## config.mk

```make
export PLATFORM = sky130hd
export DESIGN_NAME = amat_ctrl
export DESIGN_NICKNAME = d
export VERILOG_FILES = /design/src/shared/amat_pkg.sv /design/src/design/amat_ctrl.sv
export VERILOG_INCLUDE_DIRS = /design/src /design/src/shared
export SDC_FILE = /design/constraint.sdc
export NUM_CORES = 1
export LEC_CHECK = 0
export BUFFER_PORTS_ARGS = -buffer_cell sky130_fd_sc_hd__buf_4
export CAP_MARGIN = 30
export CORE_MARGIN = 5
export CORE_UTILIZATION = 60
export CTS_BUF_LIST = sky130_fd_sc_hd__clkbuf_4
export CTS_CLUSTER_DIAMETER = 30
export CTS_CLUSTER_SIZE = 10
export DETAILED_ROUTE_END_ITERATION = 6
export PLACE_DENSITY_LB_ADDON = 0.15
export SLEW_MARGIN = 10
export SYNTH_ARGS = -nofsm -noshare
export SYNTH_HDL_FRONTEND = slang
export SYNTH_SLANG_ARGS = --single-unit
```

## constraint.sdc

```tcl
create_clock -name pclk -period 6.76 [get_ports pclk]
set_input_delay 1.352 -clock pclk [delete_from_list [all_inputs] [get_ports pclk]]
set_output_delay 1.352 -clock pclk [all_outputs]
set_load 0.05 [all_outputs]
```

## src/shared/amat_cfg.svh

```systemverilog
// Constants of the asynchronous memory access timing block.
// Assumes inclusion by the package and the design module only.
`ifndef AMAT_CFG_SVH
`define AMAT_CFG_SVH

// ----------------------------------------------------------------
// Sizes
// ----------------------------------------------------------------
`define AMAT_NUM_SPACES     4
`define AMAT_SPACE_W        2
`define AMAT_ADDR_W         22

// ----------------------------------------------------------------
// Register byte offsets, space block base and sub-register indices
// ----------------------------------------------------------------
`define AMAT_OFS_GLOBAL     12'h000
`define AMAT_OFS_TIMEOUT    12'h004
`define AMAT_OFS_ERRSTAT    12'h008
`define AMAT_OFS_SPACE_BASE 4'h1
`define AMAT_SUB_CTL1       2'h0
`define AMAT_SUB_CTL2       2'h1
`define AMAT_SUB_CTL3       2'h2

// ----------------------------------------------------------------
// Field positions
// ----------------------------------------------------------------
`define AMAT_G_READY_OFF    0
`define AMAT_G_POST_EN      1
`define AMAT_G_GRANT_BLOCK  2
`define AMAT_E_TIMEOUT      0
`define AMAT_E_FROM_DMA     1
`define AMAT_C1_KIND        2:0
`define AMAT_C1_RD_EXHOLD   6:4
`define AMAT_C1_WR_EXHOLD   10:8
`define AMAT_C23_SETUP      3:0
`define AMAT_C23_STROBE     9:4
`define AMAT_C23_HOLD       12:10

// ----------------------------------------------------------------
// Encodings and reset values
// ----------------------------------------------------------------
`define AMAT_KIND_ASYNC8    3'h0
`define AMAT_KIND_ASYNC16   3'h1
`define AMAT_KIND_ASYNC32   3'h2
`define AMAT_SETUP_SHORT    4'h3
`define AMAT_SETUP_FIRST    6'h02
`define AMAT_SETUP_NEXT     6'h01
`define AMAT_RST_GLOBAL     3'h0
`define AMAT_RST_TIMEOUT    8'h00
`define AMAT_RST_CTL1       16'h0000
`define AMAT_RST_CTL23      16'hffff

`endif

```

## src/shared/amat_pkg.sv

```systemverilog
// Types of the asynchronous memory access timing block.
// Assumes amat_cfg.svh is on the include path.
`include "amat_cfg.svh"

package amat_pkg;

    typedef enum logic [2:0] {
        ST_IDLE,
        ST_SETUP,
        ST_STROBE,
        ST_HOLD,
        ST_EXHOLD
    } amat_state_t;

    typedef logic [`AMAT_NUM_SPACES-1:0][15:0] amat_ctl_t;

    typedef struct packed {
        amat_state_t                st;
        logic [5:0]                 cnt;
        logic [7:0]                 wait_cnt;
        logic                       wr;
        logic                       dma;
        logic [`AMAT_SPACE_W-1:0]   space;
        logic [`AMAT_ADDR_W-1:0]    addr;
        logic [31:0]                wdata;
        logic [3:0]                 be_n;
        logic [2:0]                 gctl;
        logic [7:0]                 tout;
        logic [1:0]                 err;
        amat_ctl_t                  c1;
        amat_ctl_t                  c2;
        amat_ctl_t                  c3;
        logic [`AMAT_NUM_SPACES-1:0] ce_n;
        logic                       oe_n;
        logic                       re_n;
        logic                       we_n;
        logic                       dq_oe_n;
        logic [`AMAT_ADDR_W-1:0]    a;
        logic [3:0]                 be_pin_n;
        logic [31:0]                dq_out;
        logic                       rsp_done;
        logic                       rsp_err;
        logic [31:0]                rdata;
        logic                       irq;
        logic                       dma_to;
        logic [31:0]                prdata;
        logic                       pslverr;
        logic [2:0]                 rdy_s;
        logic                       rdy_q;
    } amat_regs_t;

endpackage : amat_pkg

```

## src/design/amat_ctrl.sv

```systemverilog
// Asynchronous memory timing engine with APB register file.
// Assumes one requester port shared by CPU buses and DMA, arbitrated
// upstream; the memory data bus is split into in, out and enable.
//
// Overview of operation
// Address pins start at bit 0, 1 or 2 by width; bit 21 on top.
// Kind 000b is 8-bit, 001b 16-bit, 010b 32-bit asynchronous memory.
// Writes to an 8-bit space are refused and never reach the pins.
// Every space owns three control registers of its own.
// Timing fields act only when the space kind is asynchronous.
// Address, enables and read output enable lead the strobe by setup cycles.
// Strobe stays low for the programmed read or write strobe count.
// Address and enables stay for hold cycles after strobe rises.
// Extended hold, all chip enables off, before space or direction change.
// Extended hold lasts programmed value plus one cycle.
// Setup 0..2 gives 2 first and 1 later; 3..15 exact.
// Memory pulls ready low while it is not ready.
// Cycles with ready sampled low are counted against one time-out.
// Reaching the time-out records an error in the error status.
// CPU-requested time-out raises a bus-error interrupt request.
// DMA-requested time-out signals the DMA controller instead.
// One global bit disables the ready input for all spaces.
// With ready disabled it is not sampled and no time-out occurs.
// One global bit enables write posting for all spaces.
// One global bit blocks external bus hold for all spaces.
// Read data is taken on the edge ending the strobe period.
// Memory may stretch only strobes of at least four cycles.
// A same space and direction request aborts the extended hold.
// The not-ready counter clears at the start of every access.
//
// The implementer's own choices: the APB interface to the registers and the register offsets.
`timescale 1ns/1ps
`include "amat_cfg.svh"

module amat_ctrl
    import amat_pkg::*;
(
    input  wire logic                         pclk,
    input  wire logic                         presetn,
    input  wire logic                         ce,
    input  wire logic                         psel,
    input  wire logic                         penable,
    input  wire logic                         pwrite,
    input  wire logic [11:0]                  paddr,
    input  wire logic [31:0]                  pwdata,
    output logic      [31:0]                  prdata,
    output logic                              pready,
    output logic                              pslverr,
    input  wire logic                         req_valid,
    input  wire logic                         req_write,
    input  wire logic                         req_dma,
    input  wire logic [`AMAT_SPACE_W-1:0]     req_space,
    input  wire logic [`AMAT_ADDR_W-1:0]      req_addr,
    input  wire logic [3:0]                   req_be_n,
    input  wire logic [31:0]                  req_wdata,
    output logic                              req_ready,
    output logic                              rsp_done,
    output logic                              rsp_err,
    output logic      [31:0]                  rsp_rdata,
    output logic                              bus_error_irq,
    output logic                              dma_timeout,
    output logic                              write_posting_enable,
    output logic                              bus_grant_block,
    output logic      [`AMAT_ADDR_W-1:0]      mem_addr,
    output logic      [`AMAT_NUM_SPACES-1:0]  chip_enable_n,
    output logic      [3:0]                   byte_enable_n,
    output logic                              output_enable_n,
    output logic                              read_strobe_n,
    output logic                              write_strobe_n,
    output logic      [31:0]                  mem_data_out,
    output logic                              mem_data_oe_n,
    input  wire logic [31:0]                  mem_data_in,
    input  wire logic                         memory_ready_in
);

    // ----------------------------------------------------------------
    // Decoding helpers
    // ----------------------------------------------------------------
    function automatic logic kind_is_async(input logic [2:0] k);
        return (k == `AMAT_KIND_ASYNC8) || (k == `AMAT_KIND_ASYNC16)
            || (k == `AMAT_KIND_ASYNC32);
    endfunction : kind_is_async
    function automatic logic [5:0] setup_len(input logic [3:0] v, input logic first);
        if (v < `AMAT_SETUP_SHORT)
            return first ? `AMAT_SETUP_FIRST : `AMAT_SETUP_NEXT;
        return {2'b00, v};
    endfunction : setup_len
    function automatic logic [5:0] at_least_one(input logic [5:0] v);
        return (v == 6'h00) ? 6'h01 : v;
    endfunction : at_least_one

    amat_regs_t r;
    amat_regs_t n;
    logic [2:0]  req_kind;
    logic        req_bad;
    logic        same_type;
    logic        hold_end;
    logic        take;
    logic        refuse;
    logic [15:0] tim;
    logic        ready_used;
    logic        apb_setup;
    logic        apb_wr;
    logic [3:0]  pa_blk;
    logic [1:0]  pa_sub;
    logic [`AMAT_SPACE_W-1:0] pa_space;
    logic        pa_space_ok;

    assign req_kind    = r.c1[req_space][`AMAT_C1_KIND];
    assign req_bad     = !kind_is_async(req_kind)
                       || (req_write && req_kind == `AMAT_KIND_ASYNC8);
    assign same_type   = req_valid && req_space == r.space && req_write == r.wr;
    assign hold_end    = r.st == ST_HOLD && r.cnt == 6'h00;
    assign ready_used  = !r.gctl[`AMAT_G_READY_OFF];
    assign tim         = r.wr ? r.c3[r.space] : r.c2[r.space];
    assign pa_blk      = paddr[7:4];
    assign pa_sub      = paddr[3:2];
    assign pa_space    = `AMAT_SPACE_W'(pa_blk - `AMAT_OFS_SPACE_BASE);
    assign pa_space_ok = paddr[11:8] == 4'h0 && pa_blk >= `AMAT_OFS_SPACE_BASE
                       && pa_blk < 4'(`AMAT_NUM_SPACES + 1) && pa_sub != 2'h3;
    assign apb_setup   = psel && !penable;
    assign apb_wr      = psel && penable && pwrite;
    // Refused requests answer from idle only, so an error never overtakes data
    assign req_ready = ce && (r.st == ST_IDLE
                     || ((hold_end || r.st == ST_EXHOLD) && same_type && !req_bad));
    assign take      = req_valid && req_ready && !req_bad;
    assign refuse    = req_valid && req_ready && req_bad;

    // ----------------------------------------------------------------
    // Next state
    // ----------------------------------------------------------------
    always_comb begin
        logic [15:0] nt;
        logic        tmo;
        nt  = 16'h0000;
        tmo = 1'b0;
        n   = r;
        n.rsp_done = 1'b0;
        n.rsp_err  = 1'b0;
        n.irq      = 1'b0;
        n.dma_to   = 1'b0;

        // Ready pin: three stages, a change counts once the last two agree
        n.rdy_s = {r.rdy_s[1:0], memory_ready_in};
        if (r.rdy_s[2] == r.rdy_s[1])
            n.rdy_q = r.rdy_s[2];

        case (r.st)
            ST_IDLE: begin
                if (refuse) begin
                    n.rsp_done = 1'b1;
                    n.rsp_err  = 1'b1;
                end
            end
            ST_SETUP: begin
                if (r.cnt == 6'h00) begin
                    n.st  = ST_STROBE;
                    n.cnt = at_least_one(tim[`AMAT_C23_STROBE]) - 6'h01;
                end else begin
                    n.cnt = r.cnt - 6'h01;
                end
            end
            ST_STROBE: begin
                if (r.cnt != 6'h00) begin
                    n.cnt = r.cnt - 6'h01;
                end else if (ready_used && !r.rdy_q) begin
                    n.wait_cnt = r.wait_cnt + 8'h01;
                    tmo = r.tout != 8'h00 && n.wait_cnt == r.tout;
                end
                if (r.cnt == 6'h00 && (!ready_used || r.rdy_q || tmo)) begin
                    n.st  = ST_HOLD;
                    n.cnt = at_least_one({3'b000, tim[`AMAT_C23_HOLD]}) - 6'h01;
                    n.rsp_err = tmo;
                    if (!r.wr)
                        n.rdata = mem_data_in;
                end
                if (tmo) begin
                    n.irq    = !r.dma;
                    n.dma_to = r.dma;
                end
            end
            ST_HOLD: begin
                if (r.cnt == 6'h00) begin
                    n.rsp_done = 1'b1;
                    n.st  = ST_EXHOLD;
                    n.cnt = {3'b000, r.wr ? r.c1[r.space][`AMAT_C1_WR_EXHOLD]
                                          : r.c1[r.space][`AMAT_C1_RD_EXHOLD]};
                end else begin
                    n.cnt = r.cnt - 6'h01;
                end
                // Time-out error rides through hold and leaves with rsp_done
                n.rsp_err = r.rsp_err;
            end
            ST_EXHOLD: begin
                if (r.cnt == 6'h00)
                    n.st = ST_IDLE;
                else
                    n.cnt = r.cnt - 6'h01;
            end
            default: begin
                n.st = ST_IDLE;
            end
        endcase
        if (take) begin
            nt = req_write ? r.c3[req_space] : r.c2[req_space];
            n.st       = ST_SETUP;
            n.cnt      = setup_len(nt[`AMAT_C23_SETUP], r.st != ST_HOLD) - 6'h01;
            n.wait_cnt = 8'h00;
            n.wr       = req_write;
            n.dma      = req_dma;
            n.space    = req_space;
            n.addr     = req_addr;
            n.wdata    = req_wdata;
            n.be_n     = req_be_n;
        end

        // Pins follow the next state so that they leave flip-flops
        n.ce_n     = '1;
        n.oe_n     = 1'b1;
        n.re_n     = 1'b1;
        n.we_n     = 1'b1;
        n.dq_oe_n  = 1'b1;
        if (n.st == ST_SETUP || n.st == ST_STROBE || n.st == ST_HOLD) begin
            n.ce_n[n.space] = 1'b0;
            n.oe_n     = n.wr;
            n.dq_oe_n  = !n.wr;
            n.re_n     = !(n.st == ST_STROBE && !n.wr);
            n.we_n     = !(n.st == ST_STROBE && n.wr);
            n.be_pin_n = n.be_n;
            n.dq_out   = n.wdata;
            n.a        = n.addr;
            case (r.c1[n.space][`AMAT_C1_KIND])
                `AMAT_KIND_ASYNC16: n.a[0]   = 1'b0;
                `AMAT_KIND_ASYNC32: n.a[1:0] = 2'b00;
                default:            n.a      = n.addr;
            endcase
        end

        // ------------------------------------------------------------
        // APB register file
        // ------------------------------------------------------------
        n.pslverr = 1'b0;
        if (apb_setup) begin
            n.prdata  = 32'h0000_0000;
            case (paddr)
                `AMAT_OFS_GLOBAL:  n.prdata = {29'h0, r.gctl};
                `AMAT_OFS_TIMEOUT: n.prdata = {24'h0, r.tout};
                `AMAT_OFS_ERRSTAT: n.prdata = {30'h0, r.err};
                default: begin
                    if (!pa_space_ok)
                        n.pslverr = 1'b1;
                    else if (pa_sub == `AMAT_SUB_CTL1)
                        n.prdata = {16'h0, r.c1[pa_space]};
                    else if (pa_sub == `AMAT_SUB_CTL2)
                        n.prdata = {16'h0, r.c2[pa_space]};
                    else
                        n.prdata = {16'h0, r.c3[pa_space]};
                end
            endcase
        end else if (psel && penable) begin
            n.pslverr = r.pslverr;
        end
        if (apb_wr) begin
            case (paddr)
                `AMAT_OFS_GLOBAL:  n.gctl = pwdata[2:0];
                `AMAT_OFS_TIMEOUT: n.tout = pwdata[7:0];
                `AMAT_OFS_ERRSTAT: n.err  = r.err & ~pwdata[1:0];
                default: begin
                    if (pa_space_ok && pa_sub == `AMAT_SUB_CTL1)
                        n.c1[pa_space] = pwdata[15:0];
                    else if (pa_space_ok && pa_sub == `AMAT_SUB_CTL2)
                        n.c2[pa_space] = pwdata[15:0];
                    else if (pa_space_ok)
                        n.c3[pa_space] = pwdata[15:0];
                end
            endcase
        end
        // Hardware set beats a clear written in the same cycle
        if (tmo) begin
            n.err[`AMAT_E_TIMEOUT]  = 1'b1;
            n.err[`AMAT_E_FROM_DMA] = r.dma;
        end
    end

    always_ff @(posedge pclk or negedge presetn) begin
        if (!presetn) begin
            r          <= '0;
            r.gctl     <= `AMAT_RST_GLOBAL;
            r.tout     <= `AMAT_RST_TIMEOUT;
            r.c1       <= {`AMAT_NUM_SPACES{`AMAT_RST_CTL1}};
            r.c2       <= {`AMAT_NUM_SPACES{`AMAT_RST_CTL23}};
            r.c3       <= {`AMAT_NUM_SPACES{`AMAT_RST_CTL23}};
            r.ce_n     <= '1;
            r.oe_n     <= 1'b1;
            r.re_n     <= 1'b1;
            r.we_n     <= 1'b1;
            r.dq_oe_n  <= 1'b1;
            r.be_pin_n <= 4'hf;
            r.rdy_s    <= 3'h7;
            r.rdy_q    <= 1'b1;
        end else if (ce) begin
            r <= n;
        end
    end

    // ----------------------------------------------------------------
    // Outputs
    // ----------------------------------------------------------------
    assign prdata               = r.prdata;
    assign pready               = 1'b1;
    assign pslverr              = r.pslverr && psel && penable;
    assign rsp_done             = r.rsp_done;
    assign rsp_err              = r.rsp_err && r.rsp_done;
    assign rsp_rdata            = r.rdata;
    assign bus_error_irq        = r.irq;
    assign dma_timeout          = r.dma_to;
    assign write_posting_enable = r.gctl[`AMAT_G_POST_EN];
    assign bus_grant_block      = r.gctl[`AMAT_G_GRANT_BLOCK];
    assign mem_addr             = r.a;
    assign chip_enable_n        = r.ce_n;
    assign byte_enable_n        = r.be_pin_n;
    assign output_enable_n      = r.oe_n;
    assign read_strobe_n        = r.re_n;
    assign write_strobe_n       = r.we_n;
    assign mem_data_out         = r.dq_out;
    assign mem_data_oe_n        = r.dq_oe_n;
endmodule : amat_ctrl

```

### Word level (Yosys, flattened, before mapping)

Cells that the tools add are included.

| cells by class | value |
|---|---|
| $add $sub $neg | 6 |
| $lt $le $gt $ge | 9 |
| equal/unequal tests | 24 |
| multiplexer cells | 84 |
| bitwise gates (word level) | 8 |
| reduce and logical (&&, ||, !) cells | 78 |

Operator list:

| kind | count |
|---|---|
| binary-select mux 16 bit (select 2 bit) | 10 |
| 2-to-1 mux 64 bit | 4 |
| 2-to-1 mux 194 bit | 1 |
| bitwise mux 64 bit | 3 |
| 2-to-1 mux 192 bit | 1 |
| 2-to-1 mux 128 bit | 1 |
| 2-to-1 mux 32 bit | 3 |
| case mux 32 bit (3 select lines) | 1 |
| 2-to-1 mux 16 bit | 5 |
| 2-to-1 mux 79 bit | 1 |
| 2-to-1 mux 66 bit | 1 |
| 2-to-1 mux 6 bit | 8 |
| 2-to-1 mux 13 bit | 3 |
| 2-to-1 mux 33 bit | 1 |
| demux 16 bit (select 2 bit) | 1 |
| logical AND 1 bit | 28 |
| 2-to-1 mux 8 bit | 3 |
| case mux 6 bit (4 select lines) | 1 |
| 2-to-1 mux 3 bit | 7 |
| == test 3 x 2 -> 1 bit (second input constant) | 6 |
| subtractor 6 x 1 -> 6 bit (second input constant) | 3 |
| AND reduction 4 bit | 4 |
| case mux 3 bit (5 select lines) | 1 |
| 2-to-1 mux 1 bit | 14 |
| 48 further kinds | 98 |

| storage, ports and cells | value |
|---|---|
| bits in registers | 423 |
| input bits | 146 |
| output and inout port bits | 139 |
| word-level logic and storage cells | 250 |

### Longest topological paths before layout

Gate-level depths: netlist (run 1).

| logic depth | value |
|---|---|
| word-level depth | 24 |
| mapped depth | 15 |
| gate-level depth less buffers | 12 |

### Worst setup path after synthesis (run 1)

Ideal clock, no wire load.

| timing | value |
|---|---|
| path type | input port to flip-flop |
| start point | in paddr[4] |
| end point | reg with a tool-made name |
| setup time | 0.125 ns |
| arrival time | 4.649 ns |
| required time | 6.635 ns |
| slack | 1.986 ns |
| stages | 12 |
| path buffers | 4 |
| cells stage by stage | clkbuf_1 buf_1 buf_1 inv_1 ha_1 nand2b_1 o211ai_1 nor3_1 nor4b_1 nand2_1 clkbuf_1 mux2_2 |

RTL lines:

| item | RTL line | text |
|---|---|---|
| start, declared | amat_ctrl.sv:44 | `input wire logic [11:0] paddr,` |

### Worst setup path after layout (run 1)

| timing | value |
|---|---|
| start point | in req_space[0] |
| end point | out req_ready |

| on the way | value |
|---|---|
| longest elaborated chain between the ends | 11 |
| elaborated cells on any way between the ends | 18 |
| classes of those cells | eq/ne: 3; mux: 2; reduce/logical: 13 |

RTL lines:

| item | RTL line | text |
|---|---|---|
| start, declared | amat_ctrl.sv:52 | `` input wire logic [`AMAT_SPACE_W-1:0] req_space, `` |
| binary-select mux 16 bit (select 2 bit) | amat_ctrl.sv:109 | `` assign req_kind = r.c1[req_space][`AMAT_C1_KIND]; `` |
| 2-to-1 mux 3 bit (not written as such) | amat_ctrl.sv:109 |  |
| == test 3 x 1 -> 1 bit (no source line) / logical NOT 3 bit (equally long branches) | n/a |  |
| logical OR 1 bit (2 in series) | amat_ctrl.sv:80 | `` return (k == `AMAT_KIND_ASYNC8) \|\| (k == `AMAT_KIND_ASYNC16) `` |
| logical NOT 1 bit | amat_ctrl.sv:110 | `assign req_bad = !kind_is_async(req_kind)` |
| logical OR 1 bit | amat_ctrl.sv:110 |  |
| logical NOT 1 bit | amat_ctrl.sv:125 | `\|\| ((hold_end \|\| r.st == ST_EXHOLD) && same_type && !req_bad));` |
| logical AND 1 bit * | amat_ctrl.sv:125 |  |
| logical OR 1 bit * | amat_ctrl.sv:125 |  |
| logical AND 1 bit * | amat_ctrl.sv:124 | `assign req_ready = ce && (r.st == ST_IDLE` |
| end, declared | amat_ctrl.sv:56 | `output logic req_ready,` |

Mark *: on every way between the ends. The rest lies on a longest branch, timed or not. The select of a mux whose other input is x is not followed.

==> impl_metrics.py, run 1 <==
metrics = {
    "grt": {
        "grt_pass1_vias": 13940,
        "grt_pass1_wl_um": 77350,
        "grt_overflow": 0,
        "track_usage_pct": 25.35,
        "antenna_found_initial": 2,
        "grt_max_degree": 160,
    },
    "logic_synthesis": {
        "yosysSeqAreaShare_pct": 50.65,
        "yosys-top-cells-area": "dfrtp_1 32%, dfstp_2 18%, mux2_2 15%, mux4_2 9.1%, buf_4 4.9%",
        "synth.distinct_cells": 69,
        "synth_top_area_share_pct": 32.16,
        "ys.flop_type": "dfrtp_1",
        "async_flop_share_pct": 100.0,
        "synth_largest_area_cell": "dfrtp_1",
        "ys.warnings.count": 0,
        "synth.avg_cell_area_um2": 12.55,
        "synth_edf_count": 0,
        "synth_area_mm2": 0.02046,
        "syn_inst": 1630,
        "synth-seq-cells": 407,
    },
    "timing": {
        "hold_viol": 0,
        "fmax_ghz": 0.1944,
        "rsz0062_at_grt": "false",
        "setup_viol": 0,
        "relSlewSlack_pct": 31.49,
        "finClkSkew_ns": 0.05282,
        "worst_pin_slew_ns": 1.021,
        "slew_violations": 0,
        "fin_tns_setup_ns": 0,
        "period_share_pct": 76.08,
        "min_period_ns": 5.143,
    },
    "pwr": {
        "p_clk_share_pct": 38.2,
        "peakVddDrop_uv": 157.3,
        "swShare_pct": 29.54,
        "power_frac_seq_pct": 44.4,
        "p_leak_nw": 11.12,
        "intPower_mw": 4.324,
        "power_density_mw_per_mm2": 263.6,
        "power_frac_comb_pct": 17.5,
        "p_switching_mw": 1.813,
    },
    "critical_path": {
        "crit_chain": "buf_4 -> mux4_2 -> a211oi_1 -> a41oi_1 -> o21ai_0 -> and2_1 -> buf_4",
        "crit_type": "input pin to output port",
        "max_stage_delay_ns": 0.87,
        "crit_required_ns": 5.41,
        "crit_top_cell": "buf_4",
        "worst_setup_path_end_kind": "output port",
        "worstSetupStartpointType": "input pin",
        "crit_fanout": 13,
        "reg2regPathDepth": 11,
        "worst_path_max_delay_cell": "a211oi_1",
        "arrival_ns": 3.79,
    },
    "layout": {
        "seq_area_mm2": 0.01037,
        "drive_gt1_share_pct": 51.46,
        "multiInputGateArea_mm2": 0.008686,
        "num-fill-cells": 2366,
        "final_cell_mix": "266 x mux2_2, 263 x nand2_1, 262 x dfrtp_1",
        "areaGrowthSynthToFinish_pct": 13.79,
        "layout_commonest_cell": "mux2_2",
        "nets": 1928,
        "utilization_pct": 69.26,
    },
    "cts": {
        "htree_levels": 3,
        "clk_latency_ns": 0.76,
        "clockBufferDepth": 3,
        "cts_sinks": 407,
        "cts-root-buf": "clkbuf_4",
        "cts-resized-gates": 0,
        "post_cts_buffers": 0,
        "cts-buffers-inserted": 83,
        "hold_buffers": 0,
        "path_clk_slew_ns": 0.08,
        "cts_tree": "done",
    },
    "placed_design": {
        "dp_hpwl_um": 32380,
        "gp_congestion": 0.8541,
        "numPortBuffers": 251,
    },
    "die": {
        "core-area_mm2": 0.03362,
        "die_area_mm2": 0.03790,
        "fp.dieW_um": 194.7,
        "io-pin-count": 285,
        "die_h_um": 194.7,
        "row_count": 67,
        "start_util_pct": 60.87,
    },
    "hold_path": {
        "whs_path_depth": 2,
        "hold_path.class": "register to register",
    },
    "drt": {
        "drt_first_iter_violations": 1048,
        "wire_per_inst_um": 21.04,
        "routed_wl_um": 48310,
        "drtPass1Iterations": 5,
        "viasPerCell": 5.799,
        "dr_total_vias": 13320,
        "drc": 0,
        "ant_nets": 0,
    },
    "run_status": {
        "status": "finished, final reports clean",
    },
    "flow_run": {
        "drv_cap": 0,
    },
}
-- final timing paths --
path	from	to	slack, ns
setup / recovery	req_space[0]	req_ready	1.62
hold / removal	r[392]$_DFFE_PN0P_	r[392]$_DFFE_PN0P_	0.47
setup reg to reg	r[414]$_DFFE_PN0P_	rsp_rdata[11]$_DFFE_PN0P_	2.57
hold reg to reg	r[392]$_DFFE_PN0P_	r[392]$_DFFE_PN0P_	0.47
max in group asynchronous	presetn	r[334]$_DFFE_PN0P_	4.63
min in group asynchronous	presetn	r[345]$_DFFE_PN0P_	0.69
-- stage by stage --
step	worst slack (ns)	cells	area (µm²)	hold WS (ns)	power, mW
floorplan	1.986	1645	20520	0.4358	3.579
global placement	1.580	2127	21670	0.4465	3.808
detailed placement	1.530	2133	21780	0.4523	3.840
CTS	1.613	2289	23220	0.4746	6.199
global route	1.537	2296	23280	0.4966	6.412
finish	1.617	2296	23280	0.4728	6.137
-- Yosys cell counts (3+ instances only) --
cell,count
mux2_2,266
nand2_1,264
dfrtp_1,263
dfstp_2,144
buf_4,134
mux4_2,83
clkbuf_1,55
o21ai_0,52
nor2_1,45
a21oi_1,37
mux2i_1,35
mux2_4,30
buf_2,27
nor3_1,15
inv_1,13
xnor2_1,13
a31oi_1,12
ha_1,9
nand2b_1,9
and3_1,8
a22oi_1,7
buf_1,7
nor2b_1,7
o31ai_1,7
and2_1,6
nand4_1,5
xor2_1,5
a211oi_1,4
buf_6,4
nand3_1,4
nand3b_1,4
nor3b_1,4
nor4_1,3
or4_1,3
-- power groups by stage --
| stage | clock (mW) | sequential, mW | combinational, mW |
|---|---|---|---|
| floorplan | 0 | 2.73 | 0.850 |
| global placement | 0 | 2.76 | 1.05 |
| detailed placement | 0 | 2.77 | 1.08 |
| CTS | 2.40 | 2.72 | 1.08 |
| global route | 2.53 | 2.74 | 1.14 |
| finish | 2.34 | 2.72 | 1.07 |
-- per-layer routing --
metal	vias up	GRT usage [%]	wire length [µm]
li1	5971	-	-
met1	6798	34.15	20150
met2	449	41.94	23940
met3	97	5.384	3104
met4	0	7.604	1115
met5	-	0	0
-- worst max-delay path: cells and delay by family --
kind / cells / cell delay [ns]
AOI/OAI and AO/OA: 3 / 1.26
muxes: 1 / 0.56
buffers and inverters: 2 / 0.46
and+or+nand+nor: 1 / 0.15
-- final cells by class --
type                    count  area share, %
multi-input cells         996          37.30
inverters                  15         0.2633
clock buffers              97          3.128
well taps                 448          2.407
clock inverters            59          3.025
diodes                      4        0.04299
repair buffers            270          9.307
flip-flops and latches    407          44.52
-- cell families after synthesis --
group                      synth area share (%)
AOI/OAI and AO/OA                         4.598
xor gates and xnor gates                 0.7704
buffers and inverters                     7.234
and+or+nand+nor                           8.182
other                                   0.03670
adders and majority gates                0.5503
DFF                                       50.65
muxes                                     27.97
Power figures use the tool's default switching activity.
==> run 2, diff against run 1 <==
==> constraint.sdc (replaced) <==
create_clock -name pclk -period 5.3 [get_ports pclk]
set_input_delay 1.06 -clock pclk [delete_from_list [all_inputs] [get_ports pclk]]
set_output_delay 1.06 -clock pclk [all_outputs]
set_load 0.05 [all_outputs]
==> impl_metrics.py, run 2 (synthesized netlist as in run 1, its figures left out) <==
metrics = {
    "placed_design": {
        "gp_congestion": 0.8646,
        "placed_area_mm2": 0.02199,
        "placed_cells": 2147,
        "dp_slack_ns": 1.146,
        "numPortBuffers": 251,
        "dp_hpwl_um": 33160,
    },
    "grt": {
        "grt_pass1_wl_um": 77110,
        "antenna_found_initial": 1,
        "track_usage_pct": 25.40,
        "grt_overflow": 0,
        "grt_pass1_vias": 13810,
        "grt_max_degree": 116,
    },
    "layout": {
        "areaGrowthSynthToFinish_pct": 14.34,
        "seq_area_mm2": 0.01036,
        "layout_commonest_cell": "mux2_2",
        "finalNonFillerCells": 2300,
        "final_cell_mix": "266 x mux2_2, 263 x nand2_1, 263 x dfrtp_1, 263 x buf_4, 144 x dfstp_2",
        "drive_gt1_share_pct": 52.19,
        "design_area_mm2": 0.02340,
        "utilization_pct": 69.60,
        "nets": 1938,
        "num-fill-cells": 2349,
        "multiInputGateArea_mm2": 0.008681,
    },
    "timing": {
        "hold_viol": 0,
        "worst_pin_slew_ns": 0.9710,
        "relSlewSlack_pct": 35.11,
        "min_period_ns": 4.293,
        "slew_violations": 0,
        "hold_ws_ns": 0.4085,
        "setup_viol": 0,
        "setup_slack_ns": 1.007,
        "fmax_ghz": 0.2329,
        "period_share_pct": 81.00,
        "rsz0062_at_grt": "false",
        "fin_tns_setup_ns": 0,
        "finClkSkew_ns": 0.07936,
    },
    "die": {
        "io-pin-count": 285,
        "die_area_mm2": 0.03790,
        "row_count": 67,
        "core-area_mm2": 0.03362,
        "start_util_pct": 60.87,
        "fp.dieW_um": 194.7,
        "die_h_um": 194.7,
    },
    "flow_run": {
        "drv_cap": 0,
    },
    "hold_path": {
        "hold_path.class": "input pin to async pin",
    },
    "cts": {
        "htree_levels": 3,
        "cts-resized-gates": 0,
        "cts-buffers-inserted": 80,
        "cts_tree": "done",
        "clk_latency_ns": 0.77,
        "hold_buffers": 0,
        "post_cts_buffers": 0,
        "cts_sinks": 407,
        "path_clk_slew_ns": 0.10,
        "clockBufferDepth": 3,
        "cts-root-buf": "clkbuf_4",
    },
    "drt": {
        "wire_per_inst_um": 21.00,
        "viasPerCell": 5.753,
        "ant_nets": 0,
        "drt_first_iter_violations": 750,
        "drtPass1Iterations": 5,
        "routed_wl_um": 48300,
        "dr_total_vias": 13230,
        "drc": 0,
    },
    "critical_path": {
        "crit_required_ns": 4.24,
        "reg2regPathDepth": 11,
        "crit_fanout": 7,
        "arrival_ns": 3.23,
        "worst_setup_path_end_kind": "output port",
        "worstSetupStartpointType": "register",
        "crit_type": "register to output port",
    },
    "pwr": {
        "peakVddDrop_uv": 226.4,
        "power_density_mw_per_mm2": 328.3,
        "p_leak_nw": 11.19,
        "p_total_mw": 7.682,
    },
    "run_status": {
        "status": "finished, final reports clean",
    },
}
## run 2: worst max-delay path, stage by stage, from the launching register on
cell	delay, ns
dfrtp_1	0.43
inv_1	0.09
ha_1	0.17
or3b_1	0.45
nand2b_1	0.30
nor3_1	0.33
a41oi_1	0.16
o21ai_0	0.18
and2_1	0.15
buf_4	0.20
## run 2: per-layer routing
layer	GRT usage (%)	up-vias	routed length (µm)
met4	7.109	0	789
li1	-	6014	-
met3	5.661	69	3122
met1	34.41	6737	20260
met2	41.88	412	24130
met5	0	-	0
## run 2: report_power, final
part | internal [mW] | total, mW | leakage (nW) | switching [mW]
clock network | 1.55 | 2.84 | 0.731 | 1.29
logic | 0.503 | 1.39 | 5.35 | 0.883
registers | 3.32 | 3.46 | 5.11 | 0.134
## run 2: final cells by class
class	count	share of cell area (%)
Antenna cell	1	0.01070
Multi-Input combinational cell	996	37.10
Clock buffer	97	3.112
Clock inverter	53	2.653
Sequential cell	407	44.30
Inverter	15	0.2620
Timing Repair Buffer	283	10.16
Tap cell	448	2.396
## run 2: path summary, 6_finish.rpt
kind                               startpoint                         to  slack, ns
max                        r[414]$_DFFE_PN0P_                  req_ready       1.01
min in group pclk          r[376]$_DFFE_PN0P_         r[376]$_DFFE_PN0P_       0.47
max reg2reg                r[414]$_DFFE_PN0P_  rsp_rdata[21]$_DFFE_PN0P_       1.57
min reg2reg                r[376]$_DFFE_PN0P_         r[376]$_DFFE_PN0P_       0.47
min                                   presetn         r[346]$_DFFE_PN0P_       0.41
max in group asynchronous             presetn                  async pin       3.72
